==> config.mk <==
export PLATFORM = sky130hd
export DESIGN_NAME = citarf_top
export DESIGN_NICKNAME = d
export VERILOG_FILES = /design/src/citarf_pkg.sv /design/src/citarf_reg_if.sv /design/src/citarf_axil.sv /design/src/citarf_filter.sv /design/src/citarf_top.sv
export SDC_FILE = /design/constraint.sdc
export NUM_CORES = 1
export LEC_CHECK = 0
export BUFFER_PORTS_ARGS = -buffer_cell sky130_fd_sc_hd__buf_2
export CAP_MARGIN = 20
export CORE_MARGIN = 4
export CORE_UTILIZATION = 45
export CTS_CLUSTER_SIZE = 8
export DETAILED_ROUTE_END_ITERATION = 16
export PLACE_DENSITY = 0.73
export SKIP_LAST_GASP = 1
export SLEW_MARGIN = 0
export SYNTH_ARGS = -nofsm -noshare
export SYNTH_HDL_FRONTEND = slang
export SYNTH_SLANG_ARGS = --single-unit
==> constraint.sdc <==
create_clock -name aclk -period 4.7 [get_ports aclk]
set_clock_uncertainty 0.1 [all_clocks]
set_input_delay 0.94 -clock aclk [delete_from_list [all_inputs] [get_ports aclk]]
set_output_delay 0.94 -clock aclk [all_outputs]
set_load 0.005 [all_outputs]
==> src/citarf_pkg.sv <==
// Shared constants, types and helpers for the CAN control register block
package citarf_pkg;
  localparam int unsigned AW = 6;
  localparam int unsigned NBUF = 3;
  // Register byte offsets
  localparam logic [5:0] ADDR_MCTL = 6'h00;
  localparam logic [5:0] ADDR_RIER = 6'h04;
  localparam logic [5:0] ADDR_TFLG = 6'h08;
  localparam logic [5:0] ADDR_TCR = 6'h0c;
  localparam logic [5:0] ADDR_FCTL = 6'h10;
  localparam logic [5:0] ADDR_RXERR = 6'h14;
  localparam logic [5:0] ADDR_TXERR = 6'h18;
  localparam logic [5:0] ADDR_CODE0 = 6'h20;
  localparam logic [5:0] ADDR_IGN0 = 6'h30;
  // Field positions
  localparam int unsigned MCTL_SRST_BIT = 0;
  localparam int unsigned RIER_WAKE_BIT = 7;
  localparam int unsigned RIER_ERR_LSB = 1;
  localparam int unsigned RIER_RXF_BIT = 0;
  localparam int unsigned TFLG_ABT_LSB = 4;
  localparam int unsigned TFLG_TXE_LSB = 0;
  localparam int unsigned TCR_AR_LSB = 4;
  localparam int unsigned TCR_IE_LSB = 0;
  localparam int unsigned FCTL_LAYOUT_LSB = 4;
  localparam int unsigned FCTL_HIT_LSB = 0;
  // Reset values
  localparam logic SRST_RST = 1'b1;
  localparam logic [7:0] RIER_RST = 8'h00;
  localparam logic [2:0] TXE_RST = 3'h7;
  localparam logic [2:0] ABT_RST = 3'h0;
  localparam logic [2:0] AR_RST = 3'h0;
  localparam logic [2:0] TX_EMPTY_IRQ_EN_RST = 3'h0;
  localparam logic [1:0] HIT_RST = 2'h0;
  localparam logic [7:0] FILT_RST = 8'h00;
  localparam logic [1:0] RESP_OKAY = 2'h0;
  localparam logic [1:0] RESP_SLVERR = 2'h2;

  typedef enum logic [1:0] {
    LAY_ONE32 = 2'h0,
    LAY_TWO16 = 2'h1,
    LAY_FOUR8 = 2'h2,
    LAY_CLOSED = 2'h3
  } citarf_layout_e;

  function automatic logic citarf_byte_hit(input logic [7:0] id, input logic [7:0] code, input logic [7:0] ign);
    citarf_byte_hit = &(~(id ^ code) | ign);
  endfunction : citarf_byte_hit

  function automatic logic citarf_mapped(input logic [5:0] a);
    citarf_mapped = (a <= ADDR_TXERR) || (a >= ADDR_CODE0);
  endfunction : citarf_mapped
endpackage : citarf_pkg

==> src/citarf_reg_if.sv <==
// Register access strobes between the bus slave and the register file
`timescale 1ns/1ps
interface citarf_reg_if;
  logic wr_en;
  logic [5:0] wr_addr;
  logic [7:0] wr_data;
  logic [5:0] rd_addr;
  logic [7:0] rd_data;
  modport slave (output wr_en, output wr_addr, output wr_data, output rd_addr, input rd_data);
  modport regs (input wr_en, input wr_addr, input wr_data, input rd_addr, output rd_data);
endinterface : citarf_reg_if

==> src/citarf_axil.sv <==
// AXI4-Lite slave front end for the register file
`timescale 1ns/1ps
module citarf_axil (
  input wire logic aclk,
  input wire logic aresetn,
  input wire logic ce,
  input wire logic [5:0] awaddr,
  input wire logic awvalid,
  output logic awready,
  input wire logic [31:0] wdata,
  input wire logic [3:0] wstrb,
  input wire logic wvalid,
  output logic wready,
  output logic [1:0] bresp,
  output logic bvalid,
  input wire logic bready,
  input wire logic [5:0] araddr,
  input wire logic arvalid,
  output logic arready,
  output logic [31:0] rdata,
  output logic [1:0] rresp,
  output logic rvalid,
  input wire logic rready,
  citarf_reg_if.slave bus
);
  import citarf_pkg::*;
  typedef enum logic [1:0] {RD_IDLE = 2'b01, RD_DATA = 2'b10} citarf_rd_e;
  citarf_rd_e rd_r;
  logic aw_have_r;
  logic w_have_r;
  logic [5:0] addr_r;
  logic [7:0] data_r;
  logic strb_r;
  logic wr_en_r;
  assign bus.wr_en = wr_en_r;
  assign bus.wr_addr = addr_r;
  assign bus.wr_data = data_r;
  assign bus.rd_addr = {araddr[5:2], 2'b00};

  always_ff @(posedge aclk) begin
    if (!aresetn) begin
      awready <= 1'b1;
      wready <= 1'b1;
      aw_have_r <= 1'b0;
      w_have_r <= 1'b0;
      addr_r <= 6'h00;
      data_r <= 8'h00;
      strb_r <= 1'b0;
      wr_en_r <= 1'b0;
      bvalid <= 1'b0;
      bresp <= RESP_OKAY;
    end else if (ce) begin
      wr_en_r <= 1'b0;
      if (awvalid && awready) begin
        addr_r <= {awaddr[5:2], 2'b00};
        aw_have_r <= 1'b1;
        awready <= 1'b0;
      end
      if (wvalid && wready) begin
        data_r <= wdata[7:0];
        strb_r <= wstrb[0];
        w_have_r <= 1'b1;
        wready <= 1'b0;
      end
      if (aw_have_r && w_have_r && !bvalid) begin
        // Only byte lane 0 carries register bits
        wr_en_r <= strb_r & citarf_mapped(addr_r);
        bresp <= citarf_mapped(addr_r) ? RESP_OKAY : RESP_SLVERR;
        bvalid <= 1'b1;
        aw_have_r <= 1'b0;
        w_have_r <= 1'b0;
      end
      if (bvalid && bready) begin
        bvalid <= 1'b0;
        awready <= 1'b1;
        wready <= 1'b1;
      end
    end
  end

  always_ff @(posedge aclk) begin
    if (!aresetn) begin
      rd_r <= RD_IDLE;
      arready <= 1'b1;
      rvalid <= 1'b0;
      rdata <= 32'h00000000;
      rresp <= RESP_OKAY;
    end else if (ce) begin
      unique case (rd_r)
        RD_IDLE: if (arvalid) begin
          rdata <= {24'h000000, citarf_mapped(bus.rd_addr) ? bus.rd_data : 8'h00};
          rresp <= citarf_mapped(bus.rd_addr) ? RESP_OKAY : RESP_SLVERR;
          rvalid <= 1'b1;
          arready <= 1'b0;
          rd_r <= RD_DATA;
        end
        RD_DATA: if (rready) begin
          rvalid <= 1'b0;
          arready <= 1'b1;
          rd_r <= RD_IDLE;
        end
      endcase
    end
  end
endmodule : citarf_axil

==> src/citarf_filter.sv <==
// Identifier acceptance filter, combinational
`timescale 1ns/1ps
module citarf_filter (
  input wire citarf_pkg::citarf_layout_e layout,
  input wire logic [3:0][7:0] code,
  input wire logic [3:0][7:0] ign,
  input wire logic [3:0][7:0] id,
  input wire logic ext,
  output logic accept,
  output logic [1:0] hit
);
  import citarf_pkg::*;
  logic [3:0] own;
  logic [3:0] first;
  always_comb begin
    for (int k = 0; k < 4; k++) begin
      own[k] = citarf_byte_hit(id[k], code[k], ign[k]);
      first[k] = citarf_byte_hit(id[0], code[k], ign[k]);
    end
  end
  // In the single 32-bit layout, standard frames use only the first two code/ignore pairs
  always_comb begin
    accept = 1'b0;
    hit = 2'h0;
    unique case (layout)
      LAY_ONE32: begin
        accept = own[0] & own[1] & (~ext | (own[2] & own[3]));
      end
      LAY_TWO16: begin
        if (own[0] & own[1]) begin
          accept = 1'b1;
        end else if (first[2] & citarf_byte_hit(id[1], code[3], ign[3])) begin
          accept = 1'b1;
          hit = 2'h1;
        end
      end
      LAY_FOUR8: begin
        accept = |first;
        hit = first[0] ? 2'h0 : first[1] ? 2'h1 : first[2] ? 2'h2 : 2'h3;
      end
      LAY_CLOSED: begin
        accept = 1'b0;
      end
    endcase
  end
endmodule : citarf_filter

==> src/citarf_top.sv <==
// CAN interrupt enables, transmit flags, abort control and acceptance filter registers
// Functional notes
// - Wake-up event raises wake interrupt only while its enable bit is one.
// - Six error enables route warning, passive, bus-off, overrun onto error interrupt.
// - Receive-full event raises receive interrupt only while its enable is set.
// - Soft reset holds the receive interrupt enable register at reset value.
// - Writing one clears a transmit-empty flag; zero no effect; acknowledges ignore writes.
// - Clearing transmit-empty also clears that buffer's abort acknowledge flag.
// - Transmit-empty sets after successful send or after a granted abort.
// - Abort request clears automatically whenever that buffer's empty flag is set.
// - Abort granted if not started or after failure; sets empty and acknowledge.
// - Software can only set abort requests; writing zero leaves them alone.
// - Each of three buffers has an empty interrupt enable bit.
// - Transmit flags reset by hard and soft reset, held during soft reset.
// - Soft reset holds the transmit control register at reset value.
// - Layout selects one 32, two 16, four 8-bit filters, or closed.
// - Match index reports hit filter, updated on each foreground load.
// - Filter control, code and ignore registers writable only during soft reset.
// - Only accepted frames are passed on; rejected ones are simply overwritten.
// - In the 32-bit layout extended frames use all four pairs; standard frames only the first two.
// - Ignore bit zero demands equality, one makes bit irrelevant; all must match.
// - No foreground load while receive-full is set; match index holds.
//
// Decided for this implementation: the AXI4-Lite register port and the register addresses.
`timescale 1ns/1ps
module citarf_top (
  input wire logic aclk,
  input wire logic aresetn,
  input wire logic ce,
  input wire logic [5:0] s_axi_awaddr,
  input wire logic s_axi_awvalid,
  output logic s_axi_awready,
  input wire logic [31:0] s_axi_wdata,
  input wire logic [3:0] s_axi_wstrb,
  input wire logic s_axi_wvalid,
  output logic s_axi_wready,
  output logic [1:0] s_axi_bresp,
  output logic s_axi_bvalid,
  input wire logic s_axi_bready,
  input wire logic [5:0] s_axi_araddr,
  input wire logic s_axi_arvalid,
  output logic s_axi_arready,
  output logic [31:0] s_axi_rdata,
  output logic [1:0] s_axi_rresp,
  output logic s_axi_rvalid,
  input wire logic s_axi_rready,
  input wire logic wake_flag,
  input wire logic [5:0] err_flags,
  input wire logic rx_full_flag,
  input wire logic rx_frame_valid,
  input wire logic [31:0] rx_frame_id,
  input wire logic rx_frame_ext,
  input wire logic [7:0] rx_err_count,
  input wire logic [7:0] tx_err_count,
  input wire logic [2:0] tx_sent,
  input wire logic [2:0] tx_active,
  input wire logic [2:0] tx_failed,
  output logic soft_reset,
  output logic rx_load,
  output logic [1:0] rx_load_index,
  output logic [2:0] tx_pending,
  output logic [2:0] tx_abort,
  output logic irq_wake,
  output logic irq_err,
  output logic irq_rx,
  output logic irq_txe
);
  import citarf_pkg::*;

  citarf_reg_if rif ();

  logic soft_reset_bit_r;
  logic [7:0] receive_irq_enable_r;
  logic [2:0] tx_buffer_empty_r;
  logic [2:0] tx_buffer_empty_nxt;
  logic [2:0] abort_done_flag_r;
  logic [2:0] abort_done_flag_nxt;
  logic [2:0] abort_request_r;
  logic [2:0] abort_request_nxt;
  logic [2:0] tx_empty_irq_en_r;
  citarf_layout_e filter_layout_r;
  logic [1:0] filter_match_index_r;
  logic [3:0][7:0] filter_code_r;
  logic [3:0][7:0] filter_ignore_r;
  logic wr_mctl;
  logic wr_rier;
  logic wr_tflg;
  logic wr_tcr;
  logic wr_fctl;
  logic [2:0] txe_clr;
  logic [2:0] txe_set;
  logic [2:0] abort_grant;
  logic [2:0] ar_set;
  logic flt_accept;
  logic [1:0] flt_hit;
  logic [7:0] rd_mux;

  citarf_axil u_axil (
    .aclk(aclk),
    .aresetn(aresetn),
    .ce(ce),
    .awaddr(s_axi_awaddr),
    .awvalid(s_axi_awvalid),
    .awready(s_axi_awready),
    .wdata(s_axi_wdata),
    .wstrb(s_axi_wstrb),
    .wvalid(s_axi_wvalid),
    .wready(s_axi_wready),
    .bresp(s_axi_bresp),
    .bvalid(s_axi_bvalid),
    .bready(s_axi_bready),
    .araddr(s_axi_araddr),
    .arvalid(s_axi_arvalid),
    .arready(s_axi_arready),
    .rdata(s_axi_rdata),
    .rresp(s_axi_rresp),
    .rvalid(s_axi_rvalid),
    .rready(s_axi_rready),
    .bus(rif.slave)
  );

  citarf_filter u_filter (
    .layout(filter_layout_r),
    .code(filter_code_r),
    .ign(filter_ignore_r),
    .id({rx_frame_id[7:0], rx_frame_id[15:8], rx_frame_id[23:16], rx_frame_id[31:24]}),
    .ext(rx_frame_ext),
    .accept(flt_accept),
    .hit(flt_hit)
  );

  // Write decode
  always_comb begin
    wr_mctl = rif.wr_en && (rif.wr_addr == ADDR_MCTL);
    wr_rier = rif.wr_en && (rif.wr_addr == ADDR_RIER);
    wr_tflg = rif.wr_en && (rif.wr_addr == ADDR_TFLG);
    wr_tcr = rif.wr_en && (rif.wr_addr == ADDR_TCR);
    wr_fctl = rif.wr_en && (rif.wr_addr == ADDR_FCTL) && soft_reset_bit_r;
  end

  // Transmit flag and abort bookkeeping
  always_comb begin
    txe_clr = wr_tflg ? rif.wr_data[TFLG_TXE_LSB +: NBUF] : 3'h0;
    ar_set = wr_tcr ? rif.wr_data[TCR_AR_LSB +: NBUF] : 3'h0;
    // A running frame may only be dropped once it has failed
    // A frame reported sent in this cycle went out; it must not read as aborted
    abort_grant = abort_request_r & ~tx_buffer_empty_r & ~tx_sent & (~tx_active | tx_failed);
    txe_set = (tx_sent & ~tx_buffer_empty_r) | abort_grant;
    // Set wins over a clear in the same cycle
    tx_buffer_empty_nxt = txe_set | (tx_buffer_empty_r & ~txe_clr);
    abort_done_flag_nxt = abort_grant | (abort_done_flag_r & ~txe_clr & ~txe_set);
    abort_request_nxt = (abort_request_r | ar_set) & ~tx_buffer_empty_nxt;
  end

  always_ff @(posedge aclk) begin
    if (!aresetn) begin
      soft_reset_bit_r <= SRST_RST;
    end else if (ce && wr_mctl) begin
      soft_reset_bit_r <= rif.wr_data[MCTL_SRST_BIT];
    end
  end

  always_ff @(posedge aclk) begin
    if (!aresetn) begin
      receive_irq_enable_r <= RIER_RST;
    end else if (ce) begin
      if (soft_reset_bit_r) begin
        receive_irq_enable_r <= RIER_RST;
      end else if (wr_rier) begin
        receive_irq_enable_r <= rif.wr_data;
      end
    end
  end

  always_ff @(posedge aclk) begin
    if (!aresetn) begin
      tx_buffer_empty_r <= TXE_RST;
      abort_done_flag_r <= ABT_RST;
    end else if (ce) begin
      if (soft_reset_bit_r) begin
        tx_buffer_empty_r <= TXE_RST;
        abort_done_flag_r <= ABT_RST;
      end else begin
        tx_buffer_empty_r <= tx_buffer_empty_nxt;
        abort_done_flag_r <= abort_done_flag_nxt;
      end
    end
  end

  always_ff @(posedge aclk) begin
    if (!aresetn) begin
      abort_request_r <= AR_RST;
      tx_empty_irq_en_r <= TX_EMPTY_IRQ_EN_RST;
    end else if (ce) begin
      if (soft_reset_bit_r) begin
        abort_request_r <= AR_RST;
        tx_empty_irq_en_r <= TX_EMPTY_IRQ_EN_RST;
      end else begin
        abort_request_r <= abort_request_nxt;
        if (wr_tcr) begin
          tx_empty_irq_en_r <= rif.wr_data[TCR_IE_LSB +: NBUF];
        end
      end
    end
  end

  // Filter setup is frozen outside soft reset so a live filter never changes mid-frame
  always_ff @(posedge aclk) begin
    if (!aresetn) begin
      filter_layout_r <= LAY_ONE32;
      filter_code_r <= {4{FILT_RST}};
      filter_ignore_r <= {4{FILT_RST}};
    end else if (ce && rif.wr_en && soft_reset_bit_r) begin
      if (wr_fctl) begin
        filter_layout_r <= citarf_layout_e'(rif.wr_data[FCTL_LAYOUT_LSB +: 2]);
      end
      for (int k = 0; k < 4; k++) begin
        if (rif.wr_addr == ADDR_CODE0 + 6'(4 * k)) begin
          filter_code_r[k] <= rif.wr_data;
        end
        if (rif.wr_addr == ADDR_IGN0 + 6'(4 * k)) begin
          filter_ignore_r[k] <= rif.wr_data;
        end
      end
    end
  end

  // Foreground load and match index
  always_ff @(posedge aclk) begin
    if (!aresetn) begin
      rx_load <= 1'b0;
      filter_match_index_r <= HIT_RST;
    end else if (ce) begin
      rx_load <= 1'b0;
      // Held frame blocks the swap; rejected frames are left for overwrite
      if (rx_frame_valid && flt_accept && !rx_full_flag && !soft_reset_bit_r) begin
        rx_load <= 1'b1;
        filter_match_index_r <= flt_hit;
      end
    end
  end

  // Interrupt outputs follow flag AND enable, one cycle behind
  always_ff @(posedge aclk) begin
    if (!aresetn) begin
      irq_wake <= 1'b0;
      irq_err <= 1'b0;
      irq_rx <= 1'b0;
      irq_txe <= 1'b0;
    end else if (ce) begin
      irq_wake <= wake_flag & receive_irq_enable_r[RIER_WAKE_BIT];
      irq_err <= |(err_flags & receive_irq_enable_r[RIER_ERR_LSB +: 6]);
      irq_rx <= rx_full_flag & receive_irq_enable_r[RIER_RXF_BIT];
      irq_txe <= |(tx_buffer_empty_r & tx_empty_irq_en_r);
    end
  end

  always_ff @(posedge aclk) begin
    if (!aresetn) begin
      soft_reset <= SRST_RST;
      tx_pending <= 3'h0;
      tx_abort <= AR_RST;
      rx_load_index <= HIT_RST;
    end else if (ce) begin
      soft_reset <= soft_reset_bit_r;
      tx_pending <= ~tx_buffer_empty_r;
      tx_abort <= abort_request_r;
      rx_load_index <= filter_match_index_r;
    end
  end

  // Read mux
  always_comb begin
    rd_mux = 8'h00;
    unique case (rif.rd_addr)
      ADDR_MCTL: rd_mux[MCTL_SRST_BIT] = soft_reset_bit_r;
      ADDR_RIER: rd_mux = receive_irq_enable_r;
      ADDR_TFLG: rd_mux = {1'b0, abort_done_flag_r, 1'b0, tx_buffer_empty_r};
      ADDR_TCR: rd_mux = {1'b0, abort_request_r, 1'b0, tx_empty_irq_en_r};
      ADDR_FCTL: rd_mux = {2'b00, filter_layout_r, 2'b00, filter_match_index_r};
      ADDR_RXERR: rd_mux = rx_err_count;
      ADDR_TXERR: rd_mux = tx_err_count;
      default: begin
        for (int k = 0; k < 4; k++) begin
          if (rif.rd_addr == ADDR_CODE0 + 6'(4 * k)) begin
            rd_mux = filter_code_r[k];
          end
          if (rif.rd_addr == ADDR_IGN0 + 6'(4 * k)) begin
            rd_mux = filter_ignore_r[k];
          end
        end
      end
    endcase
  end
  assign rif.rd_data = rd_mux;
endmodule : citarf_top

# Word level (Yosys, flattened, before mapping)
# Index checks and enable logic that the tools add are counted.
[totals]
ff_bits = 138
inputBits = 123
output_inout_bits = 55
wordCells = 248
[classes]
n_lt_le_gt_ge = 4
eq_ne = 33
mux = 52
bitwise = 54
n_reduce_logical = 65
[op_table]
columns = ["operator", "count"]
rows = [
  ["8-bit 2-to-1 mux", 11],
  ["4-bit == test, second input constant", 16],
  ["8-bit NOT", 8],
  ["8-bit OR", 8],
  ["8-bit AND reduction", 8],
  ["8-bit XOR", 8],
  ["7-bit case mux with 7 select lines", 1],
  ["2-bit AND reduction", 20],
  ["3-bit bitwise AND", 9],
  ["3-bit 2-to-1 mux", 7],
  ["1-bit 2-to-1 mux", 20],
  ["3-bit NOT", 6],
  ["1-bit logical AND", 17],
  ["4-bit by 2-bit == test with 1-bit output, second input constant", 4],
  ["4-bit by 3-bit == test with 1-bit output, second input constant", 4],
  ["3-bit OR", 5],
  ["2-bit 2-to-1 mux", 7],
  ["2-bit nonzero test", 7],
  ["6-bit >= comparator, second input constant", 2],
  ["6-bit by 5-bit less-or-equal comparator with 1-bit output, second input constant", 2],
  ["6-bit zero test", 2],
  ["4-bit by 1-bit == test with 1-bit output, second input constant", 2],
  ["2-bit case mux with 2 select lines", 2],
  ["1-bit bitwise AND", 7],
  ["other kinds (16)", 25],
]

# Depth between registers and ports, before layout
# Gate-level depths: netlist (run 1).
[logic_depth]
ltp_word = 12
ltp_mapped = 9
depth_no_buf = 7

# Modules after synthesis
# Synthesis (run 1) repeated with hierarchy kept, for this count alone.
[hier_totals]
hier_cells = 900
area_unflattened_um2 = 7855.0
[by_module_without_submodules]
columns = ["mod", "n_inst", "cells_each", "area_each_um2", "seq_area_each_um2"]
rows = [
  ["citarf_top", 1, 597, 5336.4, 2062.0],
  ["citarf_axil", 1, 169, 1461.4, 620.6],
  ["citarf_filter", 1, 134, 1057.3, 0.0],
]

# Worst setup path after synthesis (run 1)
# Ideal clock, no wire load.
[synth_timing]
path_kind = "input to register"
start = "input rx_frame_id[28]"
end = "register filter_match_index_r[0]"
setup_ps = 72
arrival_ps = 2432
t_required_ps = 4528
slack_ps = 2097
cell_stages = 8
path_buffers = 1
cell_sequence = "buf_6 xnor2_2 o22ai_1 nor4_4 nand2_2 a2111oi_4 o21a_2 mux2i_1"
[synth_via]
elab_chain_cells = 12
word_cells_on_any_way = 33
cone_classes = "mux (9); bitwise (15); reduce/logical (9)"
[synth_rtl]
columns = ["item", "line_no", "rtl"]
rows = [
  ["from (decl)", "citarf_top.sv:51", "input wire logic [31:0] rx_frame_id,"],
  ["8-bit XOR", "citarf_pkg.sv:46", "citarf_byte_hit = &(~(id ^ code) | ign);"],
  ["8-bit NOT", "citarf_pkg.sv:46", ""],
  ["8-bit OR", "citarf_pkg.sv:46", ""],
  ["8-bit AND reduction", "citarf_pkg.sv:46", ""],
  ["1-bit bitwise AND", "citarf_filter.sv:32", "end else if (first[2] & citarf_byte_hit(id[1], code[3], ign[3])) begin"],
  ["1-bit 2-to-1 mux", "citarf_filter.sv:32", ""],
  ["1-bit 2-to-1 mux", "citarf_filter.sv:30", "if (own[0] & own[1]) begin"],
  ["1-bit case mux with 4 select lines", "citarf_filter.sv:25", "unique case (layout)"],
  ["1-bit logical AND (3 in series)", "citarf_top.sv:236", "if (rx_frame_valid && flt_accept && !rx_full_flag && !soft_reset_bit_r) begin"],
  ["2-bit AND reduction (no line)", "n/a", ""],
  ["to (signal assigned)", "citarf_top.sv:238", "filter_match_index_r <= flt_hit;"],
  ["to (decl)", "citarf_top.sv:82", "logic [1:0] filter_match_index_r;"],
]
# Several ways; a longest one is shown, not always the timed one.
# A chain may end at the register's enable or synchronous reset.

# Worst setup path after layout (run 1)
[layout_timing]
start = "input s_axi_araddr[2]"
end = "register u_axil.rdata[3]"
[layout_via]
elab_chain_cells = 11
word_cells_on_any_way = 28
cone_classes = "order compare (2); eq/ne (14); mux (10); reduce/logical (2)"
[layout_rtl]
columns = ["item", "line_no", "rtl"]
rows = [
  ["from (decl)", "citarf_top.sv:40", "input wire logic [5:0] s_axi_araddr,"],
  ["4-bit == test", "citarf_top.sv:285", "if (rif.rd_addr == ADDR_CODE0 + 6'(4 * k)) begin"],
  ["8-bit 2-to-1 mux", "citarf_top.sv:285", ""],
  ["8-bit 2-to-1 mux", "citarf_top.sv:288", "if (rif.rd_addr == ADDR_IGN0 + 6'(4 * k)) begin"],
  ["8-bit 2-to-1 mux", "citarf_top.sv:285", ""],
  ["8-bit 2-to-1 mux", "citarf_top.sv:288", ""],
  ["8-bit 2-to-1 mux", "citarf_top.sv:285", ""],
  ["8-bit 2-to-1 mux", "citarf_top.sv:288", ""],
  ["8-bit 2-to-1 mux", "citarf_top.sv:285", ""],
  ["8-bit 2-to-1 mux", "citarf_top.sv:288", ""],
  ["7-bit case mux with 7 select lines", "citarf_top.sv:275", "unique case (rif.rd_addr)"],
  ["8-bit 2-to-1 mux *", "citarf_axil.sv:91", "rdata <= {24'h000000, citarf_mapped(bus.rd_addr) ? bus.rd_data : 8'h00};"],
  ["to (signal assigned)", "citarf_axil.sv:91", ""],
  ["to (decl)", "citarf_axil.sv:20", "output logic [31:0] rdata,"],
]
# Mark *: on every way between the ends. The rest lies on a longest branch, timed or not.

==> results of run 1 <==
[cells by family (layout without fill, tap and decap cells)]
kind of cell    count (synthesis)  in the layout  synth area share, %
compound gates                180            180                 16.1
xor+xnor                       64             64                 7.54
fa+ha+maj                       3              3                0.492
buf+inv                       103            166                 7.01
flops                         134            134                 35.1
mux                            89             89                 12.0
other cells                     1             26               0.0491
simple gates                  300            300                 21.7
[cell usage in the layout, fill, tap and decap left out, drive strengths merged, types with 10 or more instances in the layout]
master	netlist	routed
dfxtp	134	134
buf	50	124
nand3	11	11
o22ai	35	35
o21ai	32	32
a21oi	24	24
a21boi	22	22
a22oi	14	14
nor4	10	10
xnor2	64	64
nor3	14	14
nor2b	101	101
nor2	41	41
clkbuf	42	17
inv	11	15
mux2i	85	85
nand2	81	81
conb	1	26
nand2b	14	14
[final timing paths]
kind,start,end,slack [ps],cells past startpoint
min,u_axil.rdata[0],u_axil.rdata[0],350,2
max reg2reg,soft_reset_bit_r,filter_code_r[16],2360,5
max,s_axi_araddr[2],u_axil.rdata[3],1760,8
min reg2reg,u_axil.rdata[0],u_axil.rdata[0],350,2
[flip-flops by register name, summed over array words and instances (netlist names), 3 cells and up]
signal,cells
filter_ignore_r,32
filter_code_r,32
tx_abort,3
u_axil.rdata,8
u_axil.bus.wr_data,8
receive_irq_enable_r,8
tx_buffer_empty_r,3
abort_done_flag_r,3
tx_pending,3
tx_empty_irq_en_r,3
u_axil.bus.wr_addr,4
abort_request_r,3
[report_power, final]
group	internal [mW]	total, mW	switching, mW	leakage [nW]
combinational	0.114	0.258	0.143	1.86
sequential	1.15	1.18	0.0270	1.08
clock	0.836	1.36	0.524	0.290
total	2.10	2.80	0.694	3.23
[final cells by class]
class / count / area share, %
multi-input combinational: 662 / 51.5
sequential: 134 / 30.6
timing repair buffer: 124 / 7.34
clock buffer: 17 / 4.86
tap: 220 / 3.14
clock inverter: 14 / 2.01
inverter: 11 / 0.471
[worst min-delay path, cell delays in order, from the launching register on]
cell      delay (ps)
dfxtp_1          300
nand2_1           50
a21boi_1          50
[per-layer routing]
metal,up-vias,track usage (%),part of all wire [%]
met3,58,4.66,6.7
met1,3005,30.3,44
met2,284,34.8,46
met5,-,0,0
met4,0,10.7,3.8
li1,3143,-,-
[Yosys cell counts, types with 3 or more instances]
cell	number
buf_6	4
nand3_1	11
a22o_1	6
a221oi_1	5
ha_1	3
buf_4	26
buf_1	5
nor2_1	34
a21boi_0	18
nor2_4	6
nor2b_1	101
a21o_1	3
nand4b_1	4
a31oi_1	5
and3_1	6
nand2_1	80
a21oi_1	24
nor3_1	14
nor4_1	7
nand2b_1	14
and2_1	8
mux2i_1	85
o21ai_1	3
o21ai_0	29
a32oi_1	4
o22ai_1	35
xnor2_1	62
clkbuf_1	40
a21boi_1	4
a22oi_1	14
inv_1	11
dfxtp_1	134
a211oi_1	3
buf_2	15
o21bai_1	6
a2bb2oi_1	8
==> impl_metrics.json, run 1 <==
{
  "dpl.hpwl_um": 16100,
  "synth_top_area_cell": "dfxtp_1",
  "finalSetupViolCount": 0,
  "multiInputGateArea_um2": 4510,
  "drcViolationCount": 0,
  "max_cap_violations": 0,
  "htree_levels": 4,
  "rsz0062_at_grt": "false",
  "hold_buffers": 0,
  "crit_path_end_kind": "flop",
  "grt_usage_pct": 22.6,
  "final_hold_viol_count": 0,
  "period_minus_slack_ps": 2940,
  "power_density_nw_per_um2": 319,
  "yosysWarnings": 0,
  "synth_cell_types": 63,
  "nets": 1076,
  "cp.required_ps": 4960,
  "critical_path_class": "input port to flop",
  "fin_crit_sh_pct": 62.5,
  "worst_pin_slew_ps": 857,
  "first_iter_violations": 556,
  "cts_num_sinks": 134,
  "antennaDiodeCount": 0,
  "pre_cts_ws_ps": 1420,
  "viasPerCell": 5.49,
  "final.fill_count": 1567,
  "synth_enable_flop_cells": 0,
  "postRouteAntennaNets": 0,
  "cts.repair.resized": 0,
  "grt_max_degree": 89,
  "synth-seq-area-share_pct": 35.1,
  "root_buffer": "clkbuf_16",
  "fin_cells": 1182,
  "status": "complete, no violations",
  "drive_above_1_share_pct": 18.2,
  "hp-class": "flop to flop",
  "rows": 47,
  "layout_setup_ws_ps": 1760,
  "wire_per_inst_um": 18.5,
  "synth.avg_cell_area_um2": 8.74,
  "fp.dieW_um": 138,
  "synthFlopType": "dfxtp_1",
  "drt_wl_total_um": 21900,
  "post_dp_cell_area_um2": 8160,
  "clk_pin_slew_ps": 60,
  "p_leak_nw": 3.23,
  "via_count": 6490,
  "place.gp.congestion": 0.929,
  "holdWs_ps": 350,
  "ir_drop_mv": 0.268,
  "start_util_pct": 46.1,
  "port_buffers": 120,
  "syn_inst": 874,
  "path_cells": "buf_2, nor2b_1, a2bb2oi_1, nor3_1, a21oi_1, and3_1, or4_1, a21boi_1",
  "crit_slowest_cell": "nor2b_1",
  "numCtsBuffers": 17,
  "path_delay_family": "simple AND/OR/NAND/NOR gates",
  "final_cell_area_um2": 8760,
  "async_flop_share_pct": 0,
  "area_delta_synth_final_pct": 14.7,
  "crit_path_max_incr_delay_ps": 710,
  "ys_seq_elements": 134,
  "utilization_pct": 52.8,
  "finalMaxSlewViolations": 0,
  "overflow": 0,
  "dieArea_um2": 19100,
  "ioPinCount": 178,
  "synth_top_area_share_pct": 35.1,
  "core_area_um2": 16600,
  "path_buf_inv": 1,
  "netlist_area_um2": 7640,
  "critPathLaunchType": "input port",
  "grt_pass1_vias": 6146,
  "antenna_found_initial": 0,
  "finalPower_mw": 2.80,
  "grt_pass1_wl_um": 34200,
  "seq_area_um2": 2680,
  "firstDrtPassIters": 7,
  "cp_max_fo": 16,
  "slew_headroom_pct": 42.4,
  "dieHeight_um": 138,
  "synth.top_cells.by_area": "dfxtp_1 (35%), mux2i_1 (11%), nor2b_1 (8.3%)",
  "fmaxAchievable_ghz": 0.340,
  "finalSetupTns_ps": 0,
  "cts_tree": "done",
  "insertion_delay_ps": 430,
  "post_cts_buffers": 0,
  "dp_cells": 1151,
  "crit_arrival_ps": 3200,
  "clockBufferDepth": 2
}
Power figures use the tool's default switching activity.
==> inputs of run 2 (changes only) <==
Clock period 4.7 ns to 2.98 ns, I/O delays scaled along.
==> run 2 against run 1 <==
  * Final cell count rose by 1.7%
  * Sequential power rose by 58%
  * Critical path depth fell by 1
  * First-iteration DRC count rose by 25%
  * Wire length rose by 3.7%
  * Worst setup slack got worse by 1100 ps
  * Clock-buffer cell count did not move
  * Sequential cell count did not move
  * Clock power rose by 56%
  * Worst hold slack got worse by 46 ps
  * Die area did not move
  * Critical path type is now flop to flop
  * Largest cell class unchanged
  * Largest power group unchanged
==> impl_metrics.json, run 2 (synthesized netlist as in run 1, its figures left out) <==
{
  "post_cts_buffers": 0,
  "fmaxAchievable_ghz": 0.432,
  "power_density_nw_per_um2": 495,
  "nets": 1095,
  "hp-class": "input port to flop",
  "ioPinCount": 178,
  "clk_pin_slew_ps": 60,
  "cp_max_fo": 4,
  "finalMaxSlewViolations": 0,
  "slew_headroom_pct": 47.4,
  "status": "complete, no violations",
  "grt_usage_pct": 23.4,
  "drt_wl_total_um": 22700,
  "core_area_um2": 16600,
  "root_buffer": "clkbuf_16",
  "fin_crit_sh_pct": 77.6,
  "grt_pass1_wl_um": 35400,
  "cts_num_sinks": 134,
  "antenna_found_initial": 0,
  "crit_path_end_kind": "flop",
  "firstDrtPassIters": 5,
  "clockBufferDepth": 2,
  "cp.required_ps": 3250,
  "utilization_pct": 53.6,
  "overflow": 0,
  "start_util_pct": 46.1,
  "r2r_slack_ps": 670,
  "dpl.hpwl_um": 16600,
  "hold_buffers": 0,
  "period_minus_slack_ps": 2310,
  "via_count": 6641,
  "finalSetupTns_ps": 0,
  "worst_pin_slew_ps": 789,
  "postRouteAntennaNets": 0,
  "critical_path_class": "flop to flop",
  "rsz0062_at_grt": "false",
  "grt_max_degree": 85,
  "max_cap_violations": 0,
  "hp-start": "s_axi_wdata[1]",
  "port_buffers": 120,
  "layout_common_cells": "dfxtp_1 (134), buf_2 (120), nor2b_1 (101), mux2i_1 (85), nand2_1 (80)",
  "final_common_cell": "dfxtp_1",
  "area_delta_synth_final_pct": 16.4,
  "place.gp.congestion": 0.927,
  "numCtsBuffers": 17,
  "insertion_delay_ps": 440,
  "fp.dieW_um": 138,
  "cts.repair.resized": 0,
  "grt_pass1_vias": 6291,
  "crit_arrival_ps": 2580,
  "reg2reg_from": "filter_code_r[11]",
  "critPathLaunchType": "flop",
  "antennaDiodeCount": 0,
  "cts_tree": "done",
  "p_leak_nw": 3.32,
  "timing.critical_path.from": "filter_code_r[11]",
  "dieArea_um2": 19100,
  "first_iter_violations": 693,
  "final.fill_count": 1523,
  "htree_levels": 4,
  "wire_per_inst_um": 18.9,
  "drive_above_1_share_pct": 19.9,
  "reg.largest.list": "filter_code_r (32), filter_ignore_r (32)",
  "final_hold_viol_count": 0,
  "drcViolationCount": 0,
  "viasPerCell": 5.52,
  "rows": 47,
  "finalSetupViolCount": 0,
  "ir_drop_mv": 0.410,
  "dieHeight_um": 138
}
[run 2: per-layer routing]
| metal | part of all wire, % | global-route usage, % | vias to the layer above |
|---|---|---|---|
| met3 | 7.3 | 4.45 | 58 |
| met1 | 43 | 31.5 | 3133 |
| li1 | - | - | 3187 |
| met2 | 46 | 36.7 | 263 |
| met5 | 0 | 0 | - |
| met4 | 3.2 | 10.2 | 0 |
[run 2: path summary, 6_finish.rpt]
check	endpoint	cells after the start
min reg2reg	u_axil.rdata[0]	2
max reg2reg	filter_match_index_r[0]	7
max	filter_match_index_r[0]	7
min	u_axil.bus.wr_data[1]	3
[run 2: area by class of cell]
| type | count | area (um2) | area share, % |
|---|---|---|---|
| multi-input combinational | 662 | 4510 | 50.7 |
| sequential | 134 | 2680 | 30.2 |
| timing repair buffer | 143 | 786 | 8.84 |
| clock buffer | 17 | 425 | 4.78 |
| tap | 220 | 275 | 3.10 |
| clock inverter | 15 | 170 | 1.91 |
| inverter | 11 | 41.3 | 0.464 |
[run 2: metrics by stage]
stage	setup slack [ps]	instance area, um2	power [mW]	std cells	hold slack [ps]
after floorplan	721	7730	2.17	899	323
after global placement	375	8300	2.31	1170	333
after detailed placement	355	8300	2.31	1170	343
after CTS	694	8890	4.43	1202	291
after global routing	498	8890	4.56	1202	312
final	667	8890	4.41	1202	304
[run 2: critical path: stages, from the launching register on]
cell	delay, ps
dfxtp_1	440
xnor2_1	150
o22ai_1	90
nor4_1	480
nand2_2	160
a2111oi_4	400
o21a_2	240
mux2i_1	190
[run 2: power by group]
group / internal [mW] / switching (mW)
clock: 1.25 / 0.873
combinational: 0.192 / 0.234
sequential: 1.82 / 0.0409
total: 3.26 / 1.15
==> inputs of run 3 (changes only) <==
Settings changed: ABC_AREA set to 1.
Clock period 2.98 ns to 2.2 ns, I/O delays scaled along.
==> run 3 against run 2 <==
  * Wire length up 9.7%
  * Design area about the same
  * Non-clock buffer count up 1
  * Highest routed layer unchanged
  * Sequential cell count unchanged
  * Combinational power up 35%
  * Sequential power up 35%
  * Worst hold slack worse by 120 ps
  * Sequential share of layout area about the same
  * Critical path depth up 6
  * Global-route usage up 3.0 points
==> impl_metrics.json, run 3 <==
{
  "path_cells": "nor2_1, nor2_1, inv_1, nand2_1, nor2_1, nand2_1, nand2_1, nor2_1, nor2_1, nand3_2, nand2_1, nand2_1, nor2_1",
  "path_buf_inv": 1,
  "dp_cells": 1515,
  "slew_headroom_pct": 59.0,
  "antennaDiodeCount": 0,
  "post_cts_buffers": 0,
  "yosysWarnings": 0,
  "ys_seq_elements": 134,
  "clk_pin_slew_ps": 60,
  "p_sw_mw": 1.48,
  "final_common_cell": "nand2_1",
  "grt_pass1_wl_um": 38200,
  "period_minus_slack_ps": 1850,
  "grt_max_degree": 97,
  "postRouteAntennaNets": 0,
  "status": "complete, no violations",
  "dpl.hpwl_um": 18700,
  "wire_per_inst_um": 16.1,
  "rsz0062_at_grt": "false",
  "antenna_found_initial": 0,
  "finalMaxSlewViolations": 0,
  "finalSetupViolCount": 0,
  "hp-class": "input port to flop",
  "root_buffer": "clkbuf_16",
  "final_hold_viol_count": 0,
  "htree_levels": 4,
  "path_delay_family": "simple AND/OR/NAND/NOR gates",
  "syn_inst": 1191,
  "dieHeight_um": 137,
  "synth.avg_cell_area_um2": 6.30,
  "start_util_pct": 46.6,
  "cpMostUsedCell": "nor2_1",
  "grt.busiest_layer": "met2",
  "dieArea_um2": 18800,
  "cp.required_ps": 2380,
  "numCtsBuffers": 17,
  "synthFlopType": "dfxtp_1",
  "worst_pin_slew_ps": 614,
  "overflow": 0,
  "firstDrtPassIters": 6,
  "post_dp_cell_area_um2": 8310,
  "crit_path_end_kind": "flop",
  "area_delta_synth_final_pct": 18.3,
  "netlist_area_um2": 7510,
  "viasPerCell": 5.28,
  "cts_tree": "done",
  "fin_cells": 1545,
  "pwr-share-comb_pct": 9.8,
  "grt_pass1_vias": 7396,
  "p_int_mw": 4.41,
  "cp_max_fo": 6,
  "insertion_delay_ps": 420,
  "crit_path_max_incr_delay_ps": 440,
  "synth_common_cells": "nand2_1 (302), inv_1 (151), a21oi_1 (149)",
  "async_flop_share_pct": 0,
  "first_iter_violations": 1028,
  "ioPinCount": 178,
  "synth_top_area_cell": "dfxtp_1",
  "grt.met1_usage_pct": 36.1,
  "critPathLaunchType": "flop",
  "rows": 46,
  "hold_buffers": 0,
  "nets": 1444,
  "synth_cell_types": 41,
  "fmaxAchievable_ghz": 0.540,
  "p_leak_nw": 4.11,
  "power_density_nw_per_um2": 663,
  "drt_wl_total_um": 24900,
  "crit_arrival_ps": 2040,
  "layout_common_cells": "nand2_1 (302), inv_1 (151), a21oi_1 (149), dfxtp_1 (134), o21ai_0 (132)",
  "cts.repair.resized": 0,
  "finalSetupTns_ps": 0,
  "clockBufferDepth": 2,
  "critical_path_class": "flop to flop",
  "grt_usage_pct": 26.4,
  "pwr-share-clk_pct": 47.6,
  "place.gp.congestion": 0.932,
  "reg.largest.list": "filter_code_r (32), filter_ignore_r (32)",
  "fp.dieW_um": 137,
  "cts_num_sinks": 134,
  "core_area_um2": 16100,
  "seqPwrFrac_pct": 42.7,
  "final_cell_area_um2": 8880,
  "synth-seq-area-share_pct": 35.7,
  "fin_crit_sh_pct": 84.2,
  "drcViolationCount": 0,
  "via_count": 8157,
  "drive_above_1_share_pct": 15.5,
  "crit_slowest_cell": "dfxtp_1",
  "ir_drop_mv": 0.556,
  "grtUsageMet3_pct": 4.57,
  "netSwitchingFraction_pct": 25.1,
  "gr-usage-met2_pct": 41.9,
  "port_buffers": 120,
  "synth.most_common_cell": "nand2_1",
  "finalPower_mw": 5.89,
  "synth_top_area_share_pct": 35.7,
  "synth_enable_flop_cells": 0,
  "max_cap_violations": 0,
  "synth.top_cells.by_area": "dfxtp_1 (36%), nand2_1 (15%), a21oi_1 (9.9%)"
}
==> run 3: path summary, 6_finish.rpt <==
check	start	endpoint	slack (ps)	depth (start not counted)
setup / recovery	filter_code_r[22]	filter_match_index_r[1]	350	13
hold / removal	s_axi_awaddr[5]	u_axil.bus.wr_addr[5]	190	3
setup reg to reg	filter_code_r[22]	filter_match_index_r[1]	350	13
hold reg to reg	u_axil.aw_have_r	u_axil.aw_have_r	350	2
==> run 3: cells by family (layout without fill, tap and decap cells) <==
kind of cell / Yosys count / after routing / synth area share, %
simple gates: 525 / 525 / 29.6
other cells: 1 / 26 / 0.0499
buf+inv: 221 / 334 / 12.7
flops: 134 / 134 / 35.7
compound gates: 307 / 307 / 21.4
fa+ha+maj: 3 / 3 / 0.500
==> run 3: through the flow <==
step	hold WS (ps)	util (%)	setup WS, ps
4_1_cts	176	55.1	373
2_1_floorplan	329	-	540
5_1_grt	203	55.1	206
6_report	187	55.1	348
3_3_place_gp	343	51.6	160
3_5_place_dp	346	51.6	116
==> run 3: power groups by stage <==
stage               Sequential, mW  Clock [mW]  Combinational [mW]
floorplan                     2.55           0               0.344
global placement              2.56           0               0.561
detailed placement            2.56           0               0.566
CTS                           2.51        2.82               0.569
global route                  2.52        2.92               0.642
finish                        2.51        2.80               0.575
==> run 3: cell type report <==
class | instances | area [um2]
clock inverter | 8 | 98.8
inverter | 160 | 601
timing repair buffer | 144 | 793
multi-input combinational | 861 | 3970
sequential | 134 | 2680
tap | 216 | 270
clock buffer | 22 | 474
fill | 1643 | 7230
==> run 3: per-layer routing <==
layer	wire (um)	up-vias	share of wire (%)
met5	0	-	0
met4	639	0	2.6
met3	1980	53	8.0
met2	11500	363	46
met1	10800	3693	43
li1	-	4048	-
==> run 3: tightest hold or removal path, delay by kind of cell <==
family | cells | cell delay (ps)
buf+inv | 1 | 90
simple gates | 1 | 70
compound gates | 1 | 60
